`src/adcsq_params.svh`:
```
/*
 * Register offsets, field positions, reset values and timing counts of the
 * converter sequencer. Assumes inclusion by the package and the testbench.
 */
`ifndef ADCSQ_PARAMS_SVH
`define ADCSQ_PARAMS_SVH

// ----------------------------------------------------------------------------
// Register indices and byte addresses
// ----------------------------------------------------------------------------
`define ADCSQ_IDX_CSR        8'h2e
`define ADCSQ_IDX_RES_HIGH   8'h2f
`define ADCSQ_IDX_RES_LOW    8'h30
`define ADCSQ_IDX_CLK_CTRL   8'h31
`define ADCSQ_IDX_MODE       8'h32
`define ADCSQ_ADDR_CSR       (`ADCSQ_IDX_CSR * 4)
`define ADCSQ_ADDR_RES_HIGH  (`ADCSQ_IDX_RES_HIGH * 4)
`define ADCSQ_ADDR_RES_LOW   (`ADCSQ_IDX_RES_LOW * 4)
`define ADCSQ_ADDR_CLK_CTRL  (`ADCSQ_IDX_CLK_CTRL * 4)
`define ADCSQ_ADDR_MODE      (`ADCSQ_IDX_MODE * 4)

// ----------------------------------------------------------------------------
// Field positions
// ----------------------------------------------------------------------------
`define ADCSQ_CSR_DONE_BIT   7
`define ADCSQ_CSR_DIV_HI     6
`define ADCSQ_CSR_DIV_LO     5
`define ADCSQ_CSR_ON_BIT     4
`define ADCSQ_CSR_CH_HI      3
`define ADCSQ_CSR_CH_LO      0
`define ADCSQ_CLK_IRQEN_BIT  0
`define ADCSQ_CLK_STRETCH_BIT 1
`define ADCSQ_MODE_WAIT_BIT  0
`define ADCSQ_MODE_HALT_BIT  1

// ----------------------------------------------------------------------------
// Reset values and result codes
// ----------------------------------------------------------------------------
`define ADCSQ_CSR_RESET      8'h00
`define ADCSQ_RES_RESET      8'h00
`define ADCSQ_FULL_HIGH      8'hff
`define ADCSQ_FULL_LOW       8'h03
`define ADCSQ_ZERO_CODE      10'h000

// ----------------------------------------------------------------------------
// Timing: core rate, converter rates, cycles per conversion
// ----------------------------------------------------------------------------
`define ADCSQ_CORE_HZ        40000000
`define ADCSQ_FADC_4M_HZ     4000000
`define ADCSQ_FADC_2M_HZ     2000000
`define ADCSQ_FADC_1M_HZ     1000000
`define ADCSQ_DIV_4M         (`ADCSQ_CORE_HZ / `ADCSQ_FADC_4M_HZ)
`define ADCSQ_DIV_2M         (`ADCSQ_CORE_HZ / `ADCSQ_FADC_2M_HZ)
`define ADCSQ_DIV_1M         (`ADCSQ_CORE_HZ / `ADCSQ_FADC_1M_HZ)
`define ADCSQ_CONV_TICKS     14
`define ADCSQ_STRETCH_TICKS  4

`endif

```
`src/adcsq_pkg.sv`:
```
/*
 * Types of the converter sequencer. Assumes adcsq_params.svh is on the
 * include path.
 */
package adcsq_pkg;
    `include "adcsq_params.svh"

    // Conversion sequencer states, one-hot
    typedef enum logic [2:0] {
        ADCSQ_IDLE   = 3'b001,
        ADCSQ_CONV   = 3'b010,
        ADCSQ_FINISH = 3'b100
    } adcsq_state_t;
endpackage

```
`src/adcsq_sequencer.sv`:
```
/*
 * APB-attached control and result logic of a 10-bit multiplexed converter:
 * channel select, continuous conversion, done flag, interrupt request,
 * prescaler, result saturation and the low/high read lock.
 * Assumes the analog core delivers a sampled 10-bit code plus over/under
 * range flags on clk, and that wait/halt levels come from the power manager.
 */
// Decided for this implementation: the APB slave port.
// Summary of operation
// - Input above high reference reads full scale ffh/03h, no overflow flag.
// - Input below low reference reads zero in both result registers.
// - Four-bit channel field N selects analog input N, zero to fifteen.
// - Setting converter_on starts continuous back-to-back conversion of the channel.
// - Clearing converter_on stops any conversion in progress.
// - Done flag stays set through the following conversions until the high register is read.
// - Completion sets done flag and loads results, valid until next finish.
// - Interrupt request per completion only when conversion_irq_enable is set.
// - Channel write mid-conversion abandons it and restarts on new channel.
// - Reading the high result register is the only clear of done flag.
// - Reading the low result register locks both result registers.
// - Lock releases on high register read or converter_on clear.
// - Locked results ignore completions until high register is read or converter_on is cleared.
// - Divider codes 00, 01, 10 give 4, 2 and 1 MHz converter clock.
// - High register shows bits 9..2, low register bits 1..0.
// - Low register bits 7..2 always read zero.
// - Control bit 7 read-only, rest read/write, register resets to zero.
// - Wait leaves conversion running; halt disables converter, no wake.
`timescale 1ns/1ps
`default_nettype none

module adcsq_sequencer
    import adcsq_pkg::*;
(
    input  wire logic        clk,
    input  wire logic        rst_n,
    input  wire logic        psel,
    input  wire logic        penable,
    input  wire logic        pwrite,
    input  wire logic [11:0] paddr,
    input  wire logic [31:0] pwdata,
    output logic      [31:0] prdata,
    output logic             pready,
    output logic             pslverr,
    input  wire logic [9:0]  analogCode,
    input  wire logic        aboveHighRef,
    input  wire logic        belowLowRef,
    output logic      [3:0]  channelSel,
    output logic             sampleStart,
    output logic             converterPowered,
    output logic             convIrq,
    output logic             wakeFromWait
);

    // ------------------------------------------------------------------------
    // Storage
    // ------------------------------------------------------------------------
    logic [7:0]   csrCtl_q;       // Bits 6:0 of the control/status register
    logic         doneFlag_q;
    logic [1:0]   clkCtl_q;       // Stretch and interrupt enable
    logic [1:0]   modeLvl_q;      // Halt and wait levels
    logic [9:0]   result_q;
    logic         locked_q;
    adcsq_state_t state_q;
    logic [5:0]   preCnt_q;
    logic [4:0]   tickCnt_q;
    logic         irqPulse_q;
    logic [31:0]  prdata_q;
    logic         pready_q;
    logic         pslverr_q;
    logic [3:0]   chanOut_q;
    logic         startOut_q;
    logic         powerOut_q;
    logic         wakeOut_q;

    // ------------------------------------------------------------------------
    // Bus decode
    // ------------------------------------------------------------------------
    // Access phase taken on the second penable cycle, after one wait state
    logic setupSeen;
    logic wrCsr;
    logic wrClk;
    logic wrMode;
    logic rdHigh;
    logic rdLow;
    logic mapped;
    logic converterOn;
    logic chanChange;
    logic convEnd;
    logic tickNow;

    function automatic logic hitAddr(input logic [11:0] a, input int unsigned byteAddr);
        hitAddr = (a == byteAddr[11:0]);
    endfunction

    // Prescaler reload per divider code
    function automatic logic [5:0] divReload(input logic [1:0] code);
        unique case (code)
            2'b00:   divReload = 6'(`ADCSQ_DIV_4M - 1);
            2'b01:   divReload = 6'(`ADCSQ_DIV_2M - 1);
            default: divReload = 6'(`ADCSQ_DIV_1M - 1);
        endcase
    endfunction

    // Access takes effect when pready is seen high with psel and penable
    assign setupSeen = psel && penable && pready_q;
    assign mapped    = hitAddr(paddr, `ADCSQ_ADDR_CSR) || hitAddr(paddr, `ADCSQ_ADDR_RES_HIGH)
                    || hitAddr(paddr, `ADCSQ_ADDR_RES_LOW) || hitAddr(paddr, `ADCSQ_ADDR_CLK_CTRL)
                    || hitAddr(paddr, `ADCSQ_ADDR_MODE);
    assign wrCsr     = setupSeen && pwrite && hitAddr(paddr, `ADCSQ_ADDR_CSR);
    assign wrClk     = setupSeen && pwrite && hitAddr(paddr, `ADCSQ_ADDR_CLK_CTRL);
    assign wrMode    = setupSeen && pwrite && hitAddr(paddr, `ADCSQ_ADDR_MODE);
    assign rdHigh    = setupSeen && !pwrite && hitAddr(paddr, `ADCSQ_ADDR_RES_HIGH);
    assign rdLow     = setupSeen && !pwrite && hitAddr(paddr, `ADCSQ_ADDR_RES_LOW);
    // Halt forces the converter off without touching the stored bit
    assign converterOn = csrCtl_q[`ADCSQ_CSR_ON_BIT] && !modeLvl_q[`ADCSQ_MODE_HALT_BIT];
    assign chanChange  = wrCsr && (pwdata[3:0] != csrCtl_q[3:0]);
    assign tickNow     = (preCnt_q == 6'h00);
    assign convEnd     = (state_q == ADCSQ_FINISH);

    // ------------------------------------------------------------------------
    // APB slave
    // ------------------------------------------------------------------------
    // Ready toggles in after one access cycle; unmapped addresses give pslverr
    always_ff @(posedge clk) begin
        if (!rst_n) begin
            pready_q  <= 1'b0;
            pslverr_q <= 1'b0;
            prdata_q  <= 32'h0000_0000;
        end else if (psel && penable && !pready_q) begin
            pready_q  <= 1'b1;
            pslverr_q <= !mapped;
            prdata_q  <= 32'h0000_0000;
            if (!pwrite) begin
                if (hitAddr(paddr, `ADCSQ_ADDR_CSR)) begin
                    prdata_q[7:0] <= {doneFlag_q, csrCtl_q[6:0]};
                end else if (hitAddr(paddr, `ADCSQ_ADDR_RES_HIGH)) begin
                    prdata_q[7:0] <= result_q[9:2];
                end else if (hitAddr(paddr, `ADCSQ_ADDR_RES_LOW)) begin
                    prdata_q[7:0] <= {6'h00, result_q[1:0]};
                end else if (hitAddr(paddr, `ADCSQ_ADDR_CLK_CTRL)) begin
                    prdata_q[1:0] <= clkCtl_q;
                end else if (hitAddr(paddr, `ADCSQ_ADDR_MODE)) begin
                    prdata_q[1:0] <= modeLvl_q;
                end
            end
        end else begin
            pready_q  <= 1'b0;
            pslverr_q <= 1'b0;
        end
    end

    assign prdata  = prdata_q;
    assign pready  = pready_q;
    assign pslverr = pslverr_q;

    // ------------------------------------------------------------------------
    // Software registers
    // ------------------------------------------------------------------------
    // Control bits 6:0 writable, bit 7 kept apart as the done flag
    always_ff @(posedge clk) begin
        if (!rst_n) begin
            csrCtl_q <= `ADCSQ_CSR_RESET;
        end else if (wrCsr) begin
            csrCtl_q <= {1'b0, pwdata[6:0]};
        end
    end

    // External clock-control and power-mode levels
    always_ff @(posedge clk) begin
        if (!rst_n) begin
            clkCtl_q  <= 2'b00;
            modeLvl_q <= 2'b00;
        end else begin
            if (wrClk) begin
                clkCtl_q <= pwdata[1:0];
            end
            if (wrMode) begin
                modeLvl_q <= pwdata[1:0];
            end
        end
    end

    // ------------------------------------------------------------------------
    // Converter clock prescaler
    // ------------------------------------------------------------------------
    // Counts core clocks down to one converter tick, restarts with conversion
    always_ff @(posedge clk) begin
        if (!rst_n) begin
            preCnt_q <= 6'h00;
        end else if (!converterOn || chanChange || state_q != ADCSQ_CONV || tickNow) begin
            preCnt_q <= divReload(csrCtl_q[6:5]);
        end else begin
            preCnt_q <= preCnt_q - 6'h01;
        end
    end

    // ------------------------------------------------------------------------
    // Conversion sequencer
    // ------------------------------------------------------------------------
    // Idle until on, count fixed ticks, finish one cycle, then restart
    always_ff @(posedge clk) begin
        if (!rst_n) begin
            state_q   <= ADCSQ_IDLE;
            tickCnt_q <= 5'h00;
        end else if (!converterOn) begin
            state_q   <= ADCSQ_IDLE;
            tickCnt_q <= 5'h00;
        end else if (chanChange) begin
            state_q   <= ADCSQ_CONV;
            tickCnt_q <= 5'h00;
        end else begin
            unique case (state_q)
                ADCSQ_IDLE: begin
                    state_q   <= ADCSQ_CONV;
                    tickCnt_q <= 5'h00;
                end
                ADCSQ_CONV: begin
                    if (tickNow) begin
                        // At-or-past compare, so a stretch clear mid-conversion cannot overrun
                        if (tickCnt_q >= 5'(`ADCSQ_CONV_TICKS - 1 + (clkCtl_q[1] ? `ADCSQ_STRETCH_TICKS : 0))) begin
                            state_q <= ADCSQ_FINISH;
                        end
                        tickCnt_q <= tickCnt_q + 5'h01;
                    end
                end
                ADCSQ_FINISH: begin
                    state_q   <= ADCSQ_CONV;
                    tickCnt_q <= 5'h00;
                end
                default: begin
                    state_q   <= ADCSQ_IDLE;
                    tickCnt_q <= 5'h00;
                end
            endcase
        end
    end

    // ------------------------------------------------------------------------
    // Done flag, results and lock
    // ------------------------------------------------------------------------
    // Done flag: completion set wins over the high-register read clear
    always_ff @(posedge clk) begin
        if (!rst_n) begin
            doneFlag_q <= 1'b0;
        end else if (convEnd) begin
            doneFlag_q <= 1'b1;
        end else if (rdHigh || state_q == ADCSQ_CONV && chanChange) begin
            doneFlag_q <= rdHigh ? 1'b0 : doneFlag_q;
        end
    end

    // Lock set by low read, released by high read or converter_on bit clear
    always_ff @(posedge clk) begin
        if (!rst_n) begin
            locked_q <= 1'b0;
        end else if (rdHigh || !csrCtl_q[`ADCSQ_CSR_ON_BIT]) begin
            locked_q <= 1'b0;
        end else if (rdLow) begin
            locked_q <= 1'b1;
        end
    end

    // Result loads on completion unless locked; range saturation applied
    always_ff @(posedge clk) begin
        if (!rst_n) begin
            result_q <= {`ADCSQ_RES_RESET, 2'b00};
        end else if (convEnd && !locked_q) begin
            if (aboveHighRef) begin
                result_q <= {`ADCSQ_FULL_HIGH, 2'(`ADCSQ_FULL_LOW)};
            end else if (belowLowRef) begin
                result_q <= `ADCSQ_ZERO_CODE;
            end else begin
                result_q <= analogCode;
            end
        end
    end

    // ------------------------------------------------------------------------
    // Outputs toward the analog core and interrupt controller
    // ------------------------------------------------------------------------
    // All registered; irq is a one-cycle pulse per completion
    always_ff @(posedge clk) begin
        if (!rst_n) begin
            irqPulse_q <= 1'b0;
            wakeOut_q  <= 1'b0;
            chanOut_q  <= 4'h0;
            startOut_q <= 1'b0;
            powerOut_q <= 1'b0;
        end else begin
            irqPulse_q <= convEnd && clkCtl_q[`ADCSQ_CLK_IRQEN_BIT];
            wakeOut_q  <= convEnd && clkCtl_q[`ADCSQ_CLK_IRQEN_BIT]
                          && modeLvl_q[`ADCSQ_MODE_WAIT_BIT];
            chanOut_q  <= csrCtl_q[3:0];
            startOut_q <= converterOn && state_q == ADCSQ_CONV && tickCnt_q == 5'h00 && tickNow;
            powerOut_q <= converterOn;
        end
    end

    assign convIrq          = irqPulse_q;
    assign wakeFromWait     = wakeOut_q;
    assign channelSel       = chanOut_q;
    assign sampleStart      = startOut_q;
    assign converterPowered = powerOut_q;
endmodule

`default_nettype wire

```
`config.mk`:
```
export PLATFORM = sky130hd
export DESIGN_NAME = adcsq_sequencer
export DESIGN_NICKNAME = d
export VERILOG_FILES = /design/src/adcsq_pkg.sv /design/src/adcsq_sequencer.sv
export VERILOG_INCLUDE_DIRS = /design/src /design/src/src
export SDC_FILE = /design/constraint.sdc
export NUM_CORES = 1
export LEC_CHECK = 0
export BUFFER_PORTS_ARGS = -buffer_cell sky130_fd_sc_hd__buf_4
export CAP_MARGIN = 20
export CORE_MARGIN = 2
export CORE_UTILIZATION = 52
export CTS_CLUSTER_DIAMETER = 100
export DETAILED_ROUTE_END_ITERATION = 16
export HOLD_SLACK_MARGIN = 0.02
export PLACE_DENSITY = 0.89
export SLEW_MARGIN = 25
export SYNTH_ARGS = -nofsm -noshare
export SYNTH_HDL_FRONTEND = slang
export SYNTH_SLANG_ARGS = --single-unit
```
`constraint.sdc`:
```
create_clock -name clk -period 5 [get_ports clk]
set_input_delay 0.5 -clock clk [delete_from_list [all_inputs] [get_ports clk]]
set_output_delay 0.5 -clock clk [all_outputs]
set_load 0.02 [all_outputs]
```
==> insert_results.sql <==
INSERT INTO impl_metrics (metric_group, metric, value, unit) VALUES
('worst_setup_path', 'crit_start', 'paddr[9]', ''),
('cts', 'clock_tree.buffer_depth', '2', ''),
('worst_setup_path', 'worstRegToRegCells', '5', ''),
('final_layout', 'syn_to_final_growth', '18.1', '%'),
('worst_setup_path', 'start_kind', 'input port', ''),
('global_route', 'number_of_global_route_vias_before_repair', '2047', ''),
('synthesis', 'dominant_combinational_cell_family_by_area_after_synthesis', 'simple AND/OR/NAND/NOR gates', ''),
('final_layout', 'antenna_cells', '0', ''),
('floorplan', 'rows', '25', ''),
('worst_setup_path', 'r2r_start', 'preCnt_q[3]', ''),
('cts', 'clock_tree_from_tritoncts', 'yes', ''),
('cts', 'cts_inserted_buffers', '5', ''),
('timing', 'setup_total_negative_slack', '0', 'ns'),
('cts', 'clk-insertion-delay-late', '0.32', 'ns'),
('synthesis', 'synth_sequential_area_ratio', '41.9', '%'),
('cts', 'cts.sinks', '55', ''),
('synthesis', 'synth_common_cells', '55 x sky130_fd_sc_hd__dfxtp_1, 33 x sky130_fd_sc_hd__nor2_1, 24 x sky130_fd_sc_hd__buf_4', ''),
('synthesis', 'yosys.area_share.simple', '20.6', '%'),
('power_and_ir_drop', 'power.density_cell_area', '263', 'mW/mm^2'),
('flow_run', 'cap_viol_max_count', '0', ''),
('cts', 'clock-root-buffer', 'sky130_fd_sc_hd__clkbuf_8', ''),
('route', 'route.vias.total', '2176', ''),
('timing', 'skew', '0.00532', 'ns'),
('timing', 'final_period_minus_worst_setup_slack', '2.37', 'ns'),
('power_and_ir_drop', 'p_leak', '0.00124', 'uW'),
('floorplan', 'initial_core_util', '55.0', '%'),
('placement', 'hpwl', '4140', 'um'),
('run_status', 'run_status', 'finished clean', ''),
('placement', 'portBuffers', '53', ''),
('hold_path', 'min-delay-path-class', 'in2reg', ''),
('timing', 'final-hold-violation-count', '0', ''),
('route', 'via_per_inst', '5.29', ''),
('route', 'postRouteWirelength', '5510', 'um'),
('synthesis', 'post_synth_num_cell_types', '48', ''),
('timing', 'finalHoldWorstSlack', '0.414', 'ns'),
('cts', 'htree_num_levels', '2', ''),
('placement', 'gpl.final_weighted_congestion', '0.840', ''),
('floorplan', 'fp.dieArea', '0.00564', 'mm^2'),
('final_layout', 'fillerInstances', '412', ''),
('synthesis', 'synthDominantAreaCellType', 'sky130_fd_sc_hd__dfxtp_1', ''),
('synthesis', 'synth_enable_flop_cells', '0', ''),
('synthesis', 'synth_area_leaders', 'sky130_fd_sc_hd__dfxtp_1 42%, sky130_fd_sc_hd__mux2i_1 7.2%, sky130_fd_sc_hd__buf_4 6.9%, sky130_fd_sc_hd__nor2_1 4.7%, sky130_fd_sc_hd__a21oi_1 3.6%', ''),
('final_layout', 'drive_gt1_share', '20.1', '%'),
('route', 'drt-wirelength-per-cell', '13.4', 'um'),
('timing', 'achievable-frequency', '422', 'MHz'),
('synthesis', 'syn-instance-count', '294', ''),
('worst_setup_path', 'worst-endpoint-arrival', '2.62', 'ns'),
('power_and_ir_drop', 'maximum_ir_drop_on_the_vdd_rail', '0.186', 'mV'),
('floorplan', 'core', '0.00479', 'mm^2'),
('synthesis', 'postSynth.asyncResetShare', '0', '%'),
('floorplan', 'floorplan.die.height', '75.1', 'um'),
('timing', 'worst_slew_pin_slew', '0.850', 'ns'),
('global_route', 'grtUsageTotal', '20.5', '%'),
('worst_setup_path', 'critical_path_peak_fanout', '6', ''),
('worst_setup_path', 'setup.worst_path.end_class', 'register', ''),
('hold_path', 'hold_path.startpoint', 'pwdata[6]', ''),
('synthesis', 'post_synth_instance_area', '0.00263', 'mm^2'),
('timing', 'rsz_0062_raised_after_global_routing', 'no', ''),
('route', 'firstDrtPassIters', '4', ''),
('route', 'drc', '0', ''),
('synthesis', 'yosysTopAreaCellShare', '41.9', '%'),
('synthesis', 'synth_most_common_cell', 'sky130_fd_sc_hd__dfxtp_1', ''),
('timing', 'finalCritPeriodShare', '47.3', '%'),
('final_layout', 'storage_cell_area', '0.00110', 'mm^2'),
('cts', 'cts_hold_buffers', '0', ''),
('worst_setup_path', 'path_class', 'in2reg', ''),
('synthesis', 'ys_ff_latch', '55', ''),
('global_route', 'largest_net_degree_at_the_start_of_global_routing', '26', ''),
('route', 'drt_iter0_markers', '200', ''),
('timing', 'finalSetupViolCount', '0', ''),
('route', 'postRouteAntennaNets', '0', '');
-- cell families (layout without fill, tap and decap cells) --
kind of cell	after synthesis	count (layout)
AND/OR/NAND/NOR	101	101
flip-flops	55	55
AO/OA/AOI/OAI	53	53
buffers and inverters	45	72
multiplexers	19	19
XOR/XNOR	13	13
adder cells (fa/ha/maj)	7	7
other	1	24
-- critical path: stages --
cell and delay [ns]:
sky130_fd_sc_hd__buf_4 0.11, sky130_fd_sc_hd__or4_4 0.55, sky130_fd_sc_hd__or4_1 0.64, sky130_fd_sc_hd__nor4_1 0.58, sky130_fd_sc_hd__nand3_1 0.15, sky130_fd_sc_hd__o21ai_0 0.09
-- per-layer routing --
layer  up-vias  wire [um]  GRT usage, %
met5         -          0             0
met4         0         99          10.5
met3         8        327          5.35
met2        74       2700          34.6
met1      1019       2390          23.9
li1       1075          -             -
-- placed cells by master, fill, tap and decap left out, types with 4 or more instances in the layout --
| master | instances |
|---|---|
| sky130_fd_sc_hd__buf_4 | 54 |
| sky130_fd_sc_hd__xor2_1 | 5 |
| sky130_fd_sc_hd__nand4_1 | 4 |
| sky130_fd_sc_hd__a211oi_1 | 11 |
| sky130_fd_sc_hd__nand3_1 | 7 |
| sky130_fd_sc_hd__nor2_1 | 33 |
| sky130_fd_sc_hd__inv_1 | 8 |
| sky130_fd_sc_hd__ha_1 | 7 |
| sky130_fd_sc_hd__o21ai_0 | 13 |
| sky130_fd_sc_hd__nor3_1 | 6 |
| sky130_fd_sc_hd__and2_1 | 5 |
| sky130_fd_sc_hd__xnor2_1 | 8 |
| sky130_fd_sc_hd__conb_1 | 24 |
| sky130_fd_sc_hd__mux2i_1 | 19 |
| sky130_fd_sc_hd__a21oi_1 | 19 |
| sky130_fd_sc_hd__dfxtp_1 | 55 |
| sky130_fd_sc_hd__nand2_1 | 20 |
| sky130_fd_sc_hd__clkbuf_8 | 5 |
-- report_power, final --
| group | internal (uW) | total (uW) | switching (uW) |
|---|---|---|---|
| logic | 28.8 | 73.5 | 44.6 |
| clock network | 152 | 304 | 152 |
| registers | 439 | 440 | 1.25 |
| total | 620 | 818 | 198 |
-- flip-flops by register name, summed over array words and instances (netlist names) --
name,cells
result_q,10
prdata,8
csrCtl_q,7
preCnt_q,6
tickCnt_q,5
channelSel,4
state_q,3
clkCtl_q,2
modeLvl_q,2
convIrq,1
converterPowered,1
doneFlag_q,1
locked_q,1
pready,1
pslverr,1
sampleStart,1
wakeFromWait,1
-- per-stage QoR --
stage	std cells	power (uW)	setup slack, ns	instance area [um^2]	utilization (%)
2_1_floorplan	317	507	2.68	2720	-
6_report	411	818	2.63	3110	64.9
3_5_place_dp	403	523	2.32	2990	62.5
5_1_grt	411	843	2.47	3110	64.9
4_1_cts	411	821	2.66	3110	64.9
3_3_place_gp	403	522	2.39	2990	62.4
-- layout make-up --
type	instances	area share, %
clock buffer	5	2.22
clock inverter	3	1.53
inverter	10	1.21
multi-input combinational	217	43.9
sequential	55	35.4
tap	67	2.70
timing repair buffer	54	13.0
-- final timing paths --
path                  end  slack, ns
max          modeLvl_q[1]       2.63
min           csrCtl_q[6]       0.41
max reg2reg   preCnt_q[4]       2.94
min reg2reg     prdata[7]       0.47
Power figures use the tool's default switching activity.
